===== src/core/dso_defines.svh =====
`ifndef DSO_DEFINES_SVH
`define DSO_DEFINES_SVH

// Register byte offsets
`define DSO_ADDR_SEL 6'h00
`define DSO_ADDR_SET_SPD 6'h04
`define DSO_ADDR_MAX_FRQ 6'h08
`define DSO_ADDR_OVL_LVL 6'h0C
`define DSO_ADDR_ACC_THR 6'h10
`define DSO_ADDR_DEC_THR 6'h14
`define DSO_ADDR_DEV_LVL 6'h18
`define DSO_ADDR_FLAGS 6'h1C
`define DSO_ADDR_IRQ_ST 6'h20
`define DSO_ADDR_IRQ_CLR 6'h24
`define DSO_ADDR_IRQ_EN 6'h28

// Flag bit positions
`define DSO_BIT_CONST 0
`define DSO_BIT_OVER 1
`define DSO_BIT_OVLD 2
`define DSO_BIT_DEV 3

// Option codes
`define DSO_OPT_CONST 8'h01
`define DSO_OPT_OVER 8'h02
`define DSO_OPT_OVLD 8'h03
`define DSO_OPT_DEV 8'h04

// Reset values (frequency 0.1 Hz, current and error 0.1 %)
`define DSO_RST_SEL0 8'h01
`define DSO_RST_SEL1 8'h03
`define DSO_RST_SET_SPD 16'h01F4
`define DSO_RST_MAX_FRQ 16'h0258
`define DSO_RST_OVL_LVL 16'h03E8
`define DSO_RST_ACC_THR 16'h0000
`define DSO_RST_DEC_THR 16'h0000
`define DSO_RST_DEV_LVL 16'h001E

// Hysteresis figures in 0.1 Hz units: 1.5 Hz early, 0.5 Hz late
`define DSO_ANTIC_HZ10 17'h0000F
`define DSO_LAG_HZ10 17'h00005
// Band figures in percent of maximum frequency
`define DSO_FON_PCT 1
`define DSO_FOFF_PCT 2

// Output delay: 60 ms at 100 MHz
`define DSO_CLK_MHZ 100
`define DSO_FA_DLY_MS 60
`define DSO_FA_DLY_CYC (`DSO_FA_DLY_MS * 1000 * `DSO_CLK_MHZ)
`define DSO_CNT_W 23

`endif


===== src/core/dso_pkg.sv =====
`include "dso_defines.svh"

package dso_pkg;
	typedef struct packed {
		logic [7:0] sel0;
		logic [7:0] sel1;
		logic [15:0] set_spd;
		logic [15:0] max_frq;
		logic [15:0] ovl_lvl;
		logic [15:0] acc_thr;
		logic [15:0] dec_thr;
		logic [15:0] dev_lvl;
		logic [3:0] raw;
		logic [3:0] flag;
		logic [3:0] prev;
		logic [`DSO_CNT_W-1:0] cnt1;
		logic [`DSO_CNT_W-1:0] cnt2;
		logic [3:0] ist;
		logic [3:0] ien;
		logic [15:0] rdata;
		logic irq;
		logic [1:0] term_n;
	} state_t;
endpackage


===== src/core/drive_status_output_compare.sv =====
// Summary of operation
// - Code 01: constant-speed flag on at set speed, off when stopped or ramping.
// - Code 02: over-frequency flag on at or above thresholds, off when stopped.
// - Every frequency threshold turns the flag on 1.5 Hz early.
// - Moving away, the flag turns off only 0.5 Hz past the threshold.
// - Frequency flags reach the pin 60 ms after their condition changes.
// - Constant-speed band: on within 1% of max, off beyond 2% of max.
// - Over-frequency uses accel-on threshold accelerating, decel-off decelerating.
// - Equal accel and decel thresholds are allowed: on 1.5 Hz below, off 0.5 Hz below the shared value while decelerating, 1.5 Hz below at steady speed.
// - Every terminal is active low: the transistor conducts when flag set.
// - Both terminals may carry frequency flags, each evaluated independently.
// - Code 03: overload flag on above the level, off below it.
// - Overload compares current magnitude in motoring and regeneration alike.
// - Overload level resets to 100% of rated current.
// - Code 04: deviation flag on when abs(setpoint-PV) exceeds the level.
//
// Our own choices: the strobed register port and the address map.
`timescale 1ns/10ps
`include "dso_defines.svh"

module drive_status_output_compare
	import dso_pkg::*;
#(
	parameter int DLY_CYC = `DSO_FA_DLY_CYC
) (
	input wire logic i_clk_sys,
	input wire logic i_rstn,
	input wire logic [5:0] i_addr,
	input wire logic [15:0] i_wdata,
	input wire logic i_wr,
	input wire logic i_rd,
	output logic [15:0] o_rdata,
	input wire logic i_out_on,
	input wire logic i_ramp_up,
	input wire logic i_ramp_down,
	input wire logic [15:0] i_out_freq,
	input wire logic signed [15:0] i_out_current,
	input wire logic signed [15:0] i_setpoint,
	input wire logic signed [15:0] i_proc_var,
	output logic [1:0] o_term_n,
	output logic o_irq
);

	localparam logic [`DSO_CNT_W-1:0] DLY_LAST =
		`DSO_CNT_W'(DLY_CYC - 1);

	state_t q;
	state_t d;
	logic [16:0] freq;
	logic [16:0] fon;
	logic [16:0] foff;
	logic [16:0] dist1;
	logic [15:0] cur_mag;
	logic [16:0] err_mag;
	logic const_in_on;
	logic const_out_off;
	logic over_set;
	logic over_clr;
	logic [3:0] clr_mask;

	// Magnitude of a signed difference, one bit wider
	function automatic logic [16:0] abs_diff(
		input logic signed [15:0] a,
		input logic signed [15:0] b);
		logic signed [16:0] t;
		t = 17'(a) - 17'(b);
		abs_diff = t[16] ? 17'(-t) : 17'(t);
	endfunction

	// Option code to flag selection, unknown codes keep the pin off
	function automatic logic pick(input logic [7:0] sel,
		input logic [3:0] f);
		case (sel)
			`DSO_OPT_CONST: pick = f[`DSO_BIT_CONST];
			`DSO_OPT_OVER: pick = f[`DSO_BIT_OVER];
			`DSO_OPT_OVLD: pick = f[`DSO_BIT_OVLD];
			`DSO_OPT_DEV: pick = f[`DSO_BIT_DEV];
			default: pick = 1'b0;
		endcase
	endfunction

	// Comparison terms from the measurements
	always_comb begin
		freq = {1'b0, i_out_freq};
		fon = 17'((32'(q.max_frq) * `DSO_FON_PCT) / 100);
		foff = 17'((32'(q.max_frq) * `DSO_FOFF_PCT) / 100);
		dist1 = freq > {1'b0, q.set_spd} ?
			freq - {1'b0, q.set_spd} : {1'b0, q.set_spd} - freq;
		// Band widened early on entry and late on exit
		const_in_on = dist1 <= fon + `DSO_ANTIC_HZ10;
		const_out_off = dist1 > foff + `DSO_LAG_HZ10;
		// Over-frequency switches on accel, off on decel thresholds
		over_set = !i_ramp_down &&
			freq + `DSO_ANTIC_HZ10 >= {1'b0, q.acc_thr};
		over_clr = !i_ramp_up &&
			freq + `DSO_LAG_HZ10 < {1'b0, q.dec_thr};
		// Current magnitude covers motoring and regeneration
		cur_mag = i_out_current[15] ? 16'(-i_out_current) :
			16'(i_out_current);
		err_mag = abs_diff(i_setpoint, i_proc_var);
		clr_mask = (i_wr && i_addr == `DSO_ADDR_IRQ_CLR) ?
			i_wdata[3:0] : 4'h0;
	end

	// Next state
	always_comb begin
		d = q;
		// Raw constant-speed flag
		if (!i_out_on || i_ramp_up || i_ramp_down) begin
			d.raw[`DSO_BIT_CONST] = 1'b0;
		end else if (const_in_on) begin
			d.raw[`DSO_BIT_CONST] = 1'b1;
		end else if (const_out_off) begin
			d.raw[`DSO_BIT_CONST] = 1'b0;
		end
		// Raw over-frequency flag, active through ramps
		if (!i_out_on) begin
			d.raw[`DSO_BIT_OVER] = 1'b0;
		end else if (!q.raw[`DSO_BIT_OVER] && over_set) begin
			d.raw[`DSO_BIT_OVER] = 1'b1;
		end else if (q.raw[`DSO_BIT_OVER] && over_clr && !over_set) begin
			// Set term wins at steady speed so the flag cannot chatter
			d.raw[`DSO_BIT_OVER] = 1'b0;
		end
		// Overload: above sets, below clears, equal holds
		if (cur_mag > q.ovl_lvl) begin
			d.raw[`DSO_BIT_OVLD] = 1'b1;
		end else if (cur_mag < q.ovl_lvl) begin
			d.raw[`DSO_BIT_OVLD] = 1'b0;
		end
		// Loop deviation: same scheme on the error magnitude
		if (err_mag > {1'b0, q.dev_lvl}) begin
			d.raw[`DSO_BIT_DEV] = 1'b1;
		end else if (err_mag < {1'b0, q.dev_lvl}) begin
			d.raw[`DSO_BIT_DEV] = 1'b0;
		end
		// Frequency flags follow their raw value once it held 60 ms
		if (q.raw[`DSO_BIT_CONST] == q.flag[`DSO_BIT_CONST]) begin
			d.cnt1 = '0;
		end else if (q.cnt1 == DLY_LAST) begin
			d.cnt1 = '0;
			d.flag[`DSO_BIT_CONST] = q.raw[`DSO_BIT_CONST];
		end else begin
			d.cnt1 = q.cnt1 + 1'b1;
		end
		if (q.raw[`DSO_BIT_OVER] == q.flag[`DSO_BIT_OVER]) begin
			d.cnt2 = '0;
		end else if (q.cnt2 == DLY_LAST) begin
			d.cnt2 = '0;
			d.flag[`DSO_BIT_OVER] = q.raw[`DSO_BIT_OVER];
		end else begin
			d.cnt2 = q.cnt2 + 1'b1;
		end
		d.flag[`DSO_BIT_OVLD] = q.raw[`DSO_BIT_OVLD];
		d.flag[`DSO_BIT_DEV] = q.raw[`DSO_BIT_DEV];
		// Rising flags raise sticky status; a new set beats a clear
		d.prev = q.flag;
		d.ist = (q.ist & ~clr_mask) | (q.flag & ~q.prev);
		d.irq = |(d.ist & q.ien);
		// Each terminal picks its own flag, conducting when set
		d.term_n[0] = !pick(q.sel0, q.flag);
		d.term_n[1] = !pick(q.sel1, q.flag);
		// Register writes
		if (i_wr) begin
			case (i_addr)
				`DSO_ADDR_SEL: begin
					d.sel0 = i_wdata[7:0];
					d.sel1 = i_wdata[15:8];
				end
				`DSO_ADDR_SET_SPD: d.set_spd = i_wdata;
				`DSO_ADDR_MAX_FRQ: d.max_frq = i_wdata;
				`DSO_ADDR_OVL_LVL: d.ovl_lvl = i_wdata;
				`DSO_ADDR_ACC_THR: d.acc_thr = i_wdata;
				`DSO_ADDR_DEC_THR: d.dec_thr = i_wdata;
				`DSO_ADDR_DEV_LVL: d.dev_lvl = i_wdata;
				`DSO_ADDR_IRQ_EN: d.ien = i_wdata[3:0];
				default: ;
			endcase
		end
		// Register reads, data valid in the following cycle only
		d.rdata = 16'h0000;
		if (i_rd) begin
			case (i_addr)
				`DSO_ADDR_SEL: d.rdata = {q.sel1, q.sel0};
				`DSO_ADDR_SET_SPD: d.rdata = q.set_spd;
				`DSO_ADDR_MAX_FRQ: d.rdata = q.max_frq;
				`DSO_ADDR_OVL_LVL: d.rdata = q.ovl_lvl;
				`DSO_ADDR_ACC_THR: d.rdata = q.acc_thr;
				`DSO_ADDR_DEC_THR: d.rdata = q.dec_thr;
				`DSO_ADDR_DEV_LVL: d.rdata = q.dev_lvl;
				`DSO_ADDR_FLAGS: d.rdata = {8'h00, q.raw, q.flag};
				`DSO_ADDR_IRQ_ST: d.rdata = {12'h000, q.ist};
				`DSO_ADDR_IRQ_EN: d.rdata = {12'h000, q.ien};
				default: d.rdata = 16'h0000;
			endcase
		end
	end

	// State register, flags cleared and pins released in reset
	always_ff @(posedge i_clk_sys or negedge i_rstn) begin
		if (!i_rstn) begin
			q <= '0;
			q.term_n <= 2'h3;
			q.sel0 <= `DSO_RST_SEL0;
			q.sel1 <= `DSO_RST_SEL1;
			q.set_spd <= `DSO_RST_SET_SPD;
			q.max_frq <= `DSO_RST_MAX_FRQ;
			q.ovl_lvl <= `DSO_RST_OVL_LVL;
			q.acc_thr <= `DSO_RST_ACC_THR;
			q.dec_thr <= `DSO_RST_DEC_THR;
			q.dev_lvl <= `DSO_RST_DEV_LVL;
		end else begin
			q <= d;
		end
	end

	// Outputs straight from flip-flops
	assign o_rdata = q.rdata;
	assign o_term_n = q.term_n;
	assign o_irq = q.irq;
endmodule


===== config.mk =====
export PLATFORM = sky130hd
export DESIGN_NAME = drive_status_output_compare
export DESIGN_NICKNAME = d
export VERILOG_FILES = /design/src/core/dso_pkg.sv /design/src/core/drive_status_output_compare.sv
export VERILOG_INCLUDE_DIRS = /design/src /design/src/core
export SDC_FILE = /design/constraint.sdc
export NUM_CORES = 1
export LEC_CHECK = 0
export BUFFER_PORTS_ARGS = -buffer_cell sky130_fd_sc_hd__buf_2
export CORE_ASPECT_RATIO = 1.4
export CORE_UTILIZATION = 55
export DETAILED_ROUTE_END_ITERATION = 12
export GPL_ROUTABILITY_DRIVEN = 0
export PLACE_DENSITY = 0.82
export REMOVE_ABC_BUFFERS = 1
export SLEW_MARGIN = 20
export SYNTH_ARGS = -nofsm -noshare
export SYNTH_HDL_FRONTEND = slang
export SYNTH_SLANG_ARGS = --single-unit

===== constraint.sdc =====
create_clock -name i_clk_sys -period 12.7 [get_ports i_clk_sys]
set_input_delay 0 -clock i_clk_sys [delete_from_list [all_inputs] [get_ports i_clk_sys]]
set_output_delay 0 -clock i_clk_sys [all_outputs]
set_load 0.05 [all_outputs]

==> impl_summary.log, run 1 <==
[metrics] top-area cell type share of the netlist area: 24.3%
[metrics] total via count after detailed routing: 16100
[metrics] status: finished clean
[metrics] via density per instance: 6.44
[metrics] CTS sink count: 197
[metrics] Synth area leaders: dfrtp_1 (24%), ha_1 (10%), mux2_2 (7.8%)
[metrics] data required time of the worst path: 13090 ps
[metrics] share of cells above drive strength 1: 17.1%
[metrics] post-synthesis register bit count: 197
[metrics] height of the die: 214 um
[metrics] total number of yosys warnings: 0
[metrics] source-to-sink clock delay at the later pin of the worst-skew pair: 450 ps
[metrics] setup repair after global routing missed its margin: no
[metrics] power per cell area: 265 nW/um2
[metrics] internal portion of total power: 2530 uW
[metrics] number of hold-slack violations in the final timing report: 0
[metrics] FP Rows: 77
[metrics] Horiz. Die Dim: 154 um
[metrics] Setup Viol. Count Final: 0
[metrics] synthesized netlist cell count: 2017
[metrics] post-detailed-route wirelength per cell: 19.2 um
[metrics] transition time at the pin with the least slew margin: 956 ps
[metrics] leakage dissipation: 0.00846 uW
[metrics] post-synthesis average cell area: 8.78 um2
[metrics] Post-Route Skew: 9.67 ps
[metrics] final instance count without filler cells: 2498
[metrics] sum of routed wire length over all layers: 47900 um
[metrics] Hold Crit Class: input port to async pin
[metrics] share of the clock period used by the worst path after layout: 86.9%
[metrics] number of gates resized after CTS: 0
[metrics] max incr delay on CP: 660 ps
[metrics] top library cells by usage in the layout, fill and taps aside: dfrtp_1 (172), nor2_1 (163), inv_1 (149)
[metrics] clock transition time at the flip-flop clock pins of the worst setup and hold paths: 80 ps
[metrics] top fanout value on the critical path: 18
[metrics] post-CTS repair timing setup buffer count: 0
[metrics] post-synth cell types: 108
[metrics] element type at the critical path start: flop
[metrics] HPWL after detailed placement: 36200 um
[metrics] most frequently used flop master after synthesis: dfrtp_1
[metrics] count of pins over their slew limit: 0
[metrics] most numerous cell on the critical path: o21ai_0
[metrics] Combinational Power Share: 74.0%
[metrics] max frequency: 90.6 MHz
[metrics] placed instance count: 2442
[metrics] antenna violations before repair: 3
[metrics] # port buffers: 111
[metrics] Die Outline Area: 32900 um2
[metrics] commonest non-fill, non-tap cell in the layout: dfrtp_1
[metrics] Detailed Route Iter0 Violations: 1680
[metrics] sequential power share: 15.4%
[metrics] global-route wire length before repair: 78900 um
[metrics] peak supply drop: 0.429 mV
[metrics] Slowest-stage cell, CP: o32ai_1
[metrics] vias in the first global route: 16000
[metrics] Starting Density: 56.0%
[metrics] proportion of register bits with asynchronous set or reset after synthesis: 100%
[metrics] switching pwr: 2570 uW
[metrics] Slew headroom: 36.3%
[metrics] final layout net count: 2326
[metrics] TritonCTS Buffers: 17
[metrics] maximum clock insertion buffer count: 2
[metrics] crit end category: flop
[metrics] worst path arrival time: 11430 ps
[metrics] classification of the worst setup path: flop to flop
[metrics] share of the yosys chip area belonging to registers: 28.0%
[metrics] relative contribution of the clock network to total power: 10.6%
[metrics] Congestion Overflow GR: 0
[metrics] CTS H-tree depth: 4
[metrics] cell type with the highest aggregate area in the netlist: dfrtp_1
[metrics] growth of design area from synthesis to finish: 8.53%
[metrics] pin count of the biggest net entering global routing: 78
[metrics] CTS Hold Bufs: 21
[metrics] DRT Pass-1 Iters: 9
[metrics] number of DRC violations after detailed routing: 0
[metrics] Sum Neg Setup Slack: 0 ps
[metrics] fraction of power spent switching nets: 50.4%
[metrics] ANT nets after route: 0
[metrics] min cycle time layout: 11040 ps
[metrics] core area: 31600 um2
[metrics] clock root buffer master: clkbuf_16
[metrics] I/O pin cnt: 112
[metrics] final core utilization: 60.8%
[metrics] number of synthesized flops with an enable pin: 0
[metrics] TritonCTS clock tree: yes
[metrics] cell area after synthesis: 17700 um2
[metrics] max capacitance violation total: 0
[metrics] GRT Resource Usage Total: 29.5%
==> stage by stage <==
step	setup slack [ps]	hold slack (ps)	area (um2)	total power, uW
2_1_floorplan	3370	-296	17200	3650
3_3_place_gp	2320	-21.8	18400	4280
3_5_place_dp	1960	-12.8	18400	4440
4_1_cts	1910	70.2	19200	5000
5_1_grt	680	111	19200	5520
6_report	1660	88.8	19200	5100
==> routing by layer <==
metal	vias to the layer above	track usage, %	wire length, um
li1	7460	-	-
met1	7690	33.0	18000
met2	731	52.2	24100
met3	203	4.65	3020
met4	2	17.9	2780
met5	-	0	9
==> cell families after synthesis <==
logic type | count (synthesis) | synth area share (%)
simple gates | 579 | 16.4
compound gates | 527 | 21.3
buf+inv | 244 | 5.82
flops | 197 | 28.0
xor+xnor | 169 | 8.36
fa+ha+maj | 152 | 10.8
mux | 148 | 9.24
other cells | 1 | 0.0212
==> cell usage after synthesis (18+ instances only) <==
cell,count
a21o_1,57
a21oi_1,96
a22oi_1,30
a31oi_1,28
and3_1,21
buf_4,22
clkbuf_1,58
dfrtp_1,172
dfstp_2,25
ha_1,143
inv_1,149
mux2_2,123
mux2i_1,25
nand2_1,134
nand2b_1,27
nand3_1,50
nand4_1,30
nor2_1,163
nor2b_1,24
nor3_1,33
o21a_1,18
o21ai_0,89
o21bai_1,18
or3_1,18
xnor2_1,125
xor2_1,44
==> sequential cells by signal, indices dropped and copies added (netlist names) <==
| register | flops |
|---|---|
| o_irq | 1 |
| o_term_n | 2 |
| o_rdata | 16 |
| q | 172 |
| d | 6 |
==> power by group through the flow <==
stage          registers (uW)  logic, uW  clock network, uW
4_1_cts                   778       3680                544
6_report                  784       3770                541
3_5_place_dp              789       3650                  0
5_1_grt                   790       4160                572
2_1_floorplan             766       2880                  0
3_3_place_gp              783       3500                  0
==> worst paths after layout <==
kind / start / to / slack, ps / cells after the start
worst min-delay path: i_rstn / o_rdata[9] / 90 / 2
max in group asynchronous: i_rstn / q[41] / 11290 / 3
min in group i_clk_sys: i_setpoint[15] / d[80] / 130 / 4
worst min register to register: d[76] / q[76] / 430 / 0
worst max-delay path: q[162] / q[81] / 1660 / 43
worst max register to register: q[162] / q[81] / 1660 / 43
==> layout make-up <==
class,count,area (um2)
Fill cell,2541,12400
Clock buffer,18,429
Clock inverter,14,149
Sequential cell,197,4960
Antenna cell,3,7.51
Tap cell,395,494
Inverter,151,567
Multi-Input combinational cell,1576,11700
Timing Repair Buffer,144,865
==> worst max-delay path: cells and delay by family (launching register included) <==
family	cells	cell delay, ps
compound gates	23	5650
xor+xnor	2	310
fa+ha+maj	3	790
flops	1	540
mux	1	320
simple gates	14	3350
(Power assumes the default switching activity.)
==> run 2: changes to the inputs <==
clock period = 11.2 ns   (was 12.7 ns; I/O delays follow)
==> impl_summary.log, run 2 (synthesized netlist as in run 1, its figures left out) <==
[metrics] Horiz. Die Dim: 154 um (unchanged)
[metrics] peak supply drop: 0.509 mV (+19%)
[metrics] leakage dissipation: 0.00848 uW (+0.20%)
[metrics] TritonCTS clock tree: yes
[metrics] relative contribution of the clock network to total power: 10.4% (-0.2 points)
[metrics] pre-CTS setup slack: 485 ps (-1470 ps)
[metrics] maximum clock insertion buffer count: 2 (unchanged)
[metrics] sum of routed wire length over all layers: 48500 um (+1.3%)
[metrics] Setup Viol. Count Final: 0 (unchanged)
[metrics] filler cell count in the final layout: 2515 (-1.0%)
[metrics] Die Outline Area: 32900 um2 (unchanged)
[metrics] via density per instance: 6.43 (about the same)
[metrics] height of the die: 214 um (unchanged)
[metrics] Detailed Route Iter0 Violations: 1481 (-12%)
[metrics] worst path arrival time: 10780 ps (-650 ps)
[metrics] setup repair after global routing missed its margin: no
[metrics] share of the clock period used by the worst path after layout: 92.8% (+5.9 points)
[metrics] # port buffers: 111 (unchanged)
[metrics] FP Rows: 77 (unchanged)
[metrics] final hold slack: 62.0 ps (-26.8 ps)
[metrics] growth of design area from synthesis to finish: 8.90%
[metrics] classification of the worst setup path: flop to flop
[metrics] HPWL after detailed placement: 36700 um (+1.5%)
[metrics] switching pwr: 2880 uW (+12%)
[metrics] top fanout value on the critical path: 16 (-2)
[metrics] sequential power share: 15.4% (about the same)
[metrics] GRT Resource Usage Total: 29.6% (+0.20 points)
[metrics] count of buffering cells on the critical path with inverters included: 0 (unchanged)
[metrics] internal portion of total power: 2880 uW (+14%)
[metrics] Sum Neg Setup Slack: 0 ps (unchanged)
[metrics] post-detailed-route wirelength per cell: 19.4 um (+1.1%)
[metrics] Congestion Overflow GR: 0 (unchanged)
[metrics] max capacitance violation total: 0 (unchanged)
[metrics] family with the most delay on the worst path: compound AO/OA/AOI/OAI gates
[metrics] DRT Pass-1 Iters: 6 (-3)
[metrics] vias in the first global route: 16100 (+0.65%)
[metrics] placed instance count: 2445 (+0.12%)
[metrics] count of pins over their slew limit: 0 (unchanged)
[metrics] number of hold-slack violations in the final timing report: 0 (unchanged)
[metrics] Slowest-stage cell, CP: dfrtp_1
[metrics] antenna violations before repair: 1 (-2)
[metrics] Slew headroom: 37.4% (+1.1 points)
[metrics] global-route wire length before repair: 79100 um (+0.26%)
[metrics] setup slack of the critical path after layout: 803 ps (-856 ps)
[metrics] crit end category: flop
[metrics] power per cell area: 299 nW/um2 (+13%)
[metrics] Combinational Power Share: 74.2% (+0.2 points)
[metrics] Largest register FFs: 172 (unchanged)
[metrics] core area: 31600 um2 (unchanged)
[metrics] source-to-sink clock delay at the later pin of the worst-skew pair: 450 ps (about the same)
[metrics] CTS sink count: 197 (unchanged)
[metrics] final instance count without filler cells: 2502 (+0.16%)
[metrics] fraction of power spent switching nets: 50.0% (-0.32 points)
[metrics] min cycle time layout: 10400 ps (-644 ps)
[metrics] TritonCTS Buffers: 17 (unchanged)
[metrics] Post-Route Skew: 7.29 ps (-2.37 ps)
[metrics] pin count of the biggest net entering global routing: 78 (unchanged)
[metrics] Reg with most FFs: q
[metrics] top library cells by usage in the layout, fill and taps aside: dfrtp_1 (172), nor2_1 (162), inv_1 (149)
[metrics] max frequency: 96.2 MHz (+6.2%)
[metrics] data required time of the worst path: 11580 ps (-1510 ps)
[metrics] total via count after detailed routing: 16100 (+0.075%)
[metrics] share of cells above drive strength 1: 17.6% (+0.46 points)
[metrics] clock transition time at the flip-flop clock pins of the worst setup and hold paths: 70 ps (about the same)
[metrics] Starting Density: 56.0% (unchanged)
[metrics] Hold Crit Class: input port to async pin
[metrics] transition time at the pin with the least slew margin: 940 ps (-16.1 ps)
[metrics] final layout net count: 2329 (+0.13%)
[metrics] element type at the critical path start: flop
[metrics] commonest non-fill, non-tap cell in the layout: dfrtp_1
[metrics] CTS H-tree depth: 4 (unchanged)
[metrics] post-layout total power: 5760 uW (+13%)
[metrics] I/O pin cnt: 112 (unchanged)
[metrics] number of DRC violations after detailed routing: 0 (unchanged)
[metrics] clock root buffer master: clkbuf_16
[metrics] ANT nets after route: 0 (unchanged)
[metrics] max incr delay on CP: 560 ps (-100 ps)
[metrics] post-CTS repair timing setup buffer count: 0 (unchanged)
[metrics] status: finished clean
-- run 2: cell types whose count changed in the layout (fill, tap and decap cells not counted), sizes merged --
cell	delta
clkinv	+1
buf	+3
inv	-4
diode	+2
clkinvlp	+3
clkbuf	-1
-- run 2: final cells by class --
type / count / area (um2) / area share [%]
multi-input cells: 1576 / 11800 / 61.2
flip-flops and latches: 197 / 4960 / 25.7
repair buffers: 147 / 887 / 4.60
inverters: 151 / 567 / 2.94
well taps: 395 / 494 / 2.56
clock buffers: 17 / 425 / 2.21
clock inverters: 14 / 139 / 0.720
diodes: 5 / 12.5 / 0.0649
-- run 2: power by group through the flow --
| stage | Combinational [uW] | Sequential (uW) | Clock [uW] |
|---|---|---|---|
| final | 4270 | 887 | 599 |
| after detailed placement | 4150 | 892 | 0 |
| after CTS | 4190 | 880 | 604 |
| after global placement | 3970 | 886 | 0 |
| after floorplan | 3270 | 868 | 0 |
| after global routing | 4740 | 892 | 633 |
-- run 2: per-stage QoR --
stage | instance area, um2 | utilization [%]
floorplan | 17200 | -
global placement | 18400 | 58.3
detailed placement | 18400 | 58.3
CTS | 19200 | 60.8
global route | 19300 | 61.0
finish | 19300 | 61.0
-- run 2: routing by layer --
layer,vias up,part of all wire (%),track usage [%]
li1,7482,-,-
met3,217,6.5,4.35
met5,-,0,0
met2,766,50,52.3
met1,7633,37,33.4
met4,0,6.0,18.6
-- run 2: worst paths after layout --
kind	start	cells past startpoint	end	slack (ps)
min	i_rstn	2	q[82]	60
max	q[162]	42	q[81]	800
max reg2reg	q[162]	42	q[81]	800
max in group asynchronous	i_rstn	3	q[33]	9820
min in group i_clk_sys	i_setpoint[15]	4	d[80]	150
min reg2reg	d[76]	0	q[76]	410
-- run 2: repair_timing --
item	in CTS	in global routing
gates resized for setup	0	12
endpoints found under the hold margin	168	0
hold buffers	21	0
setup endpoints to repair	0	1
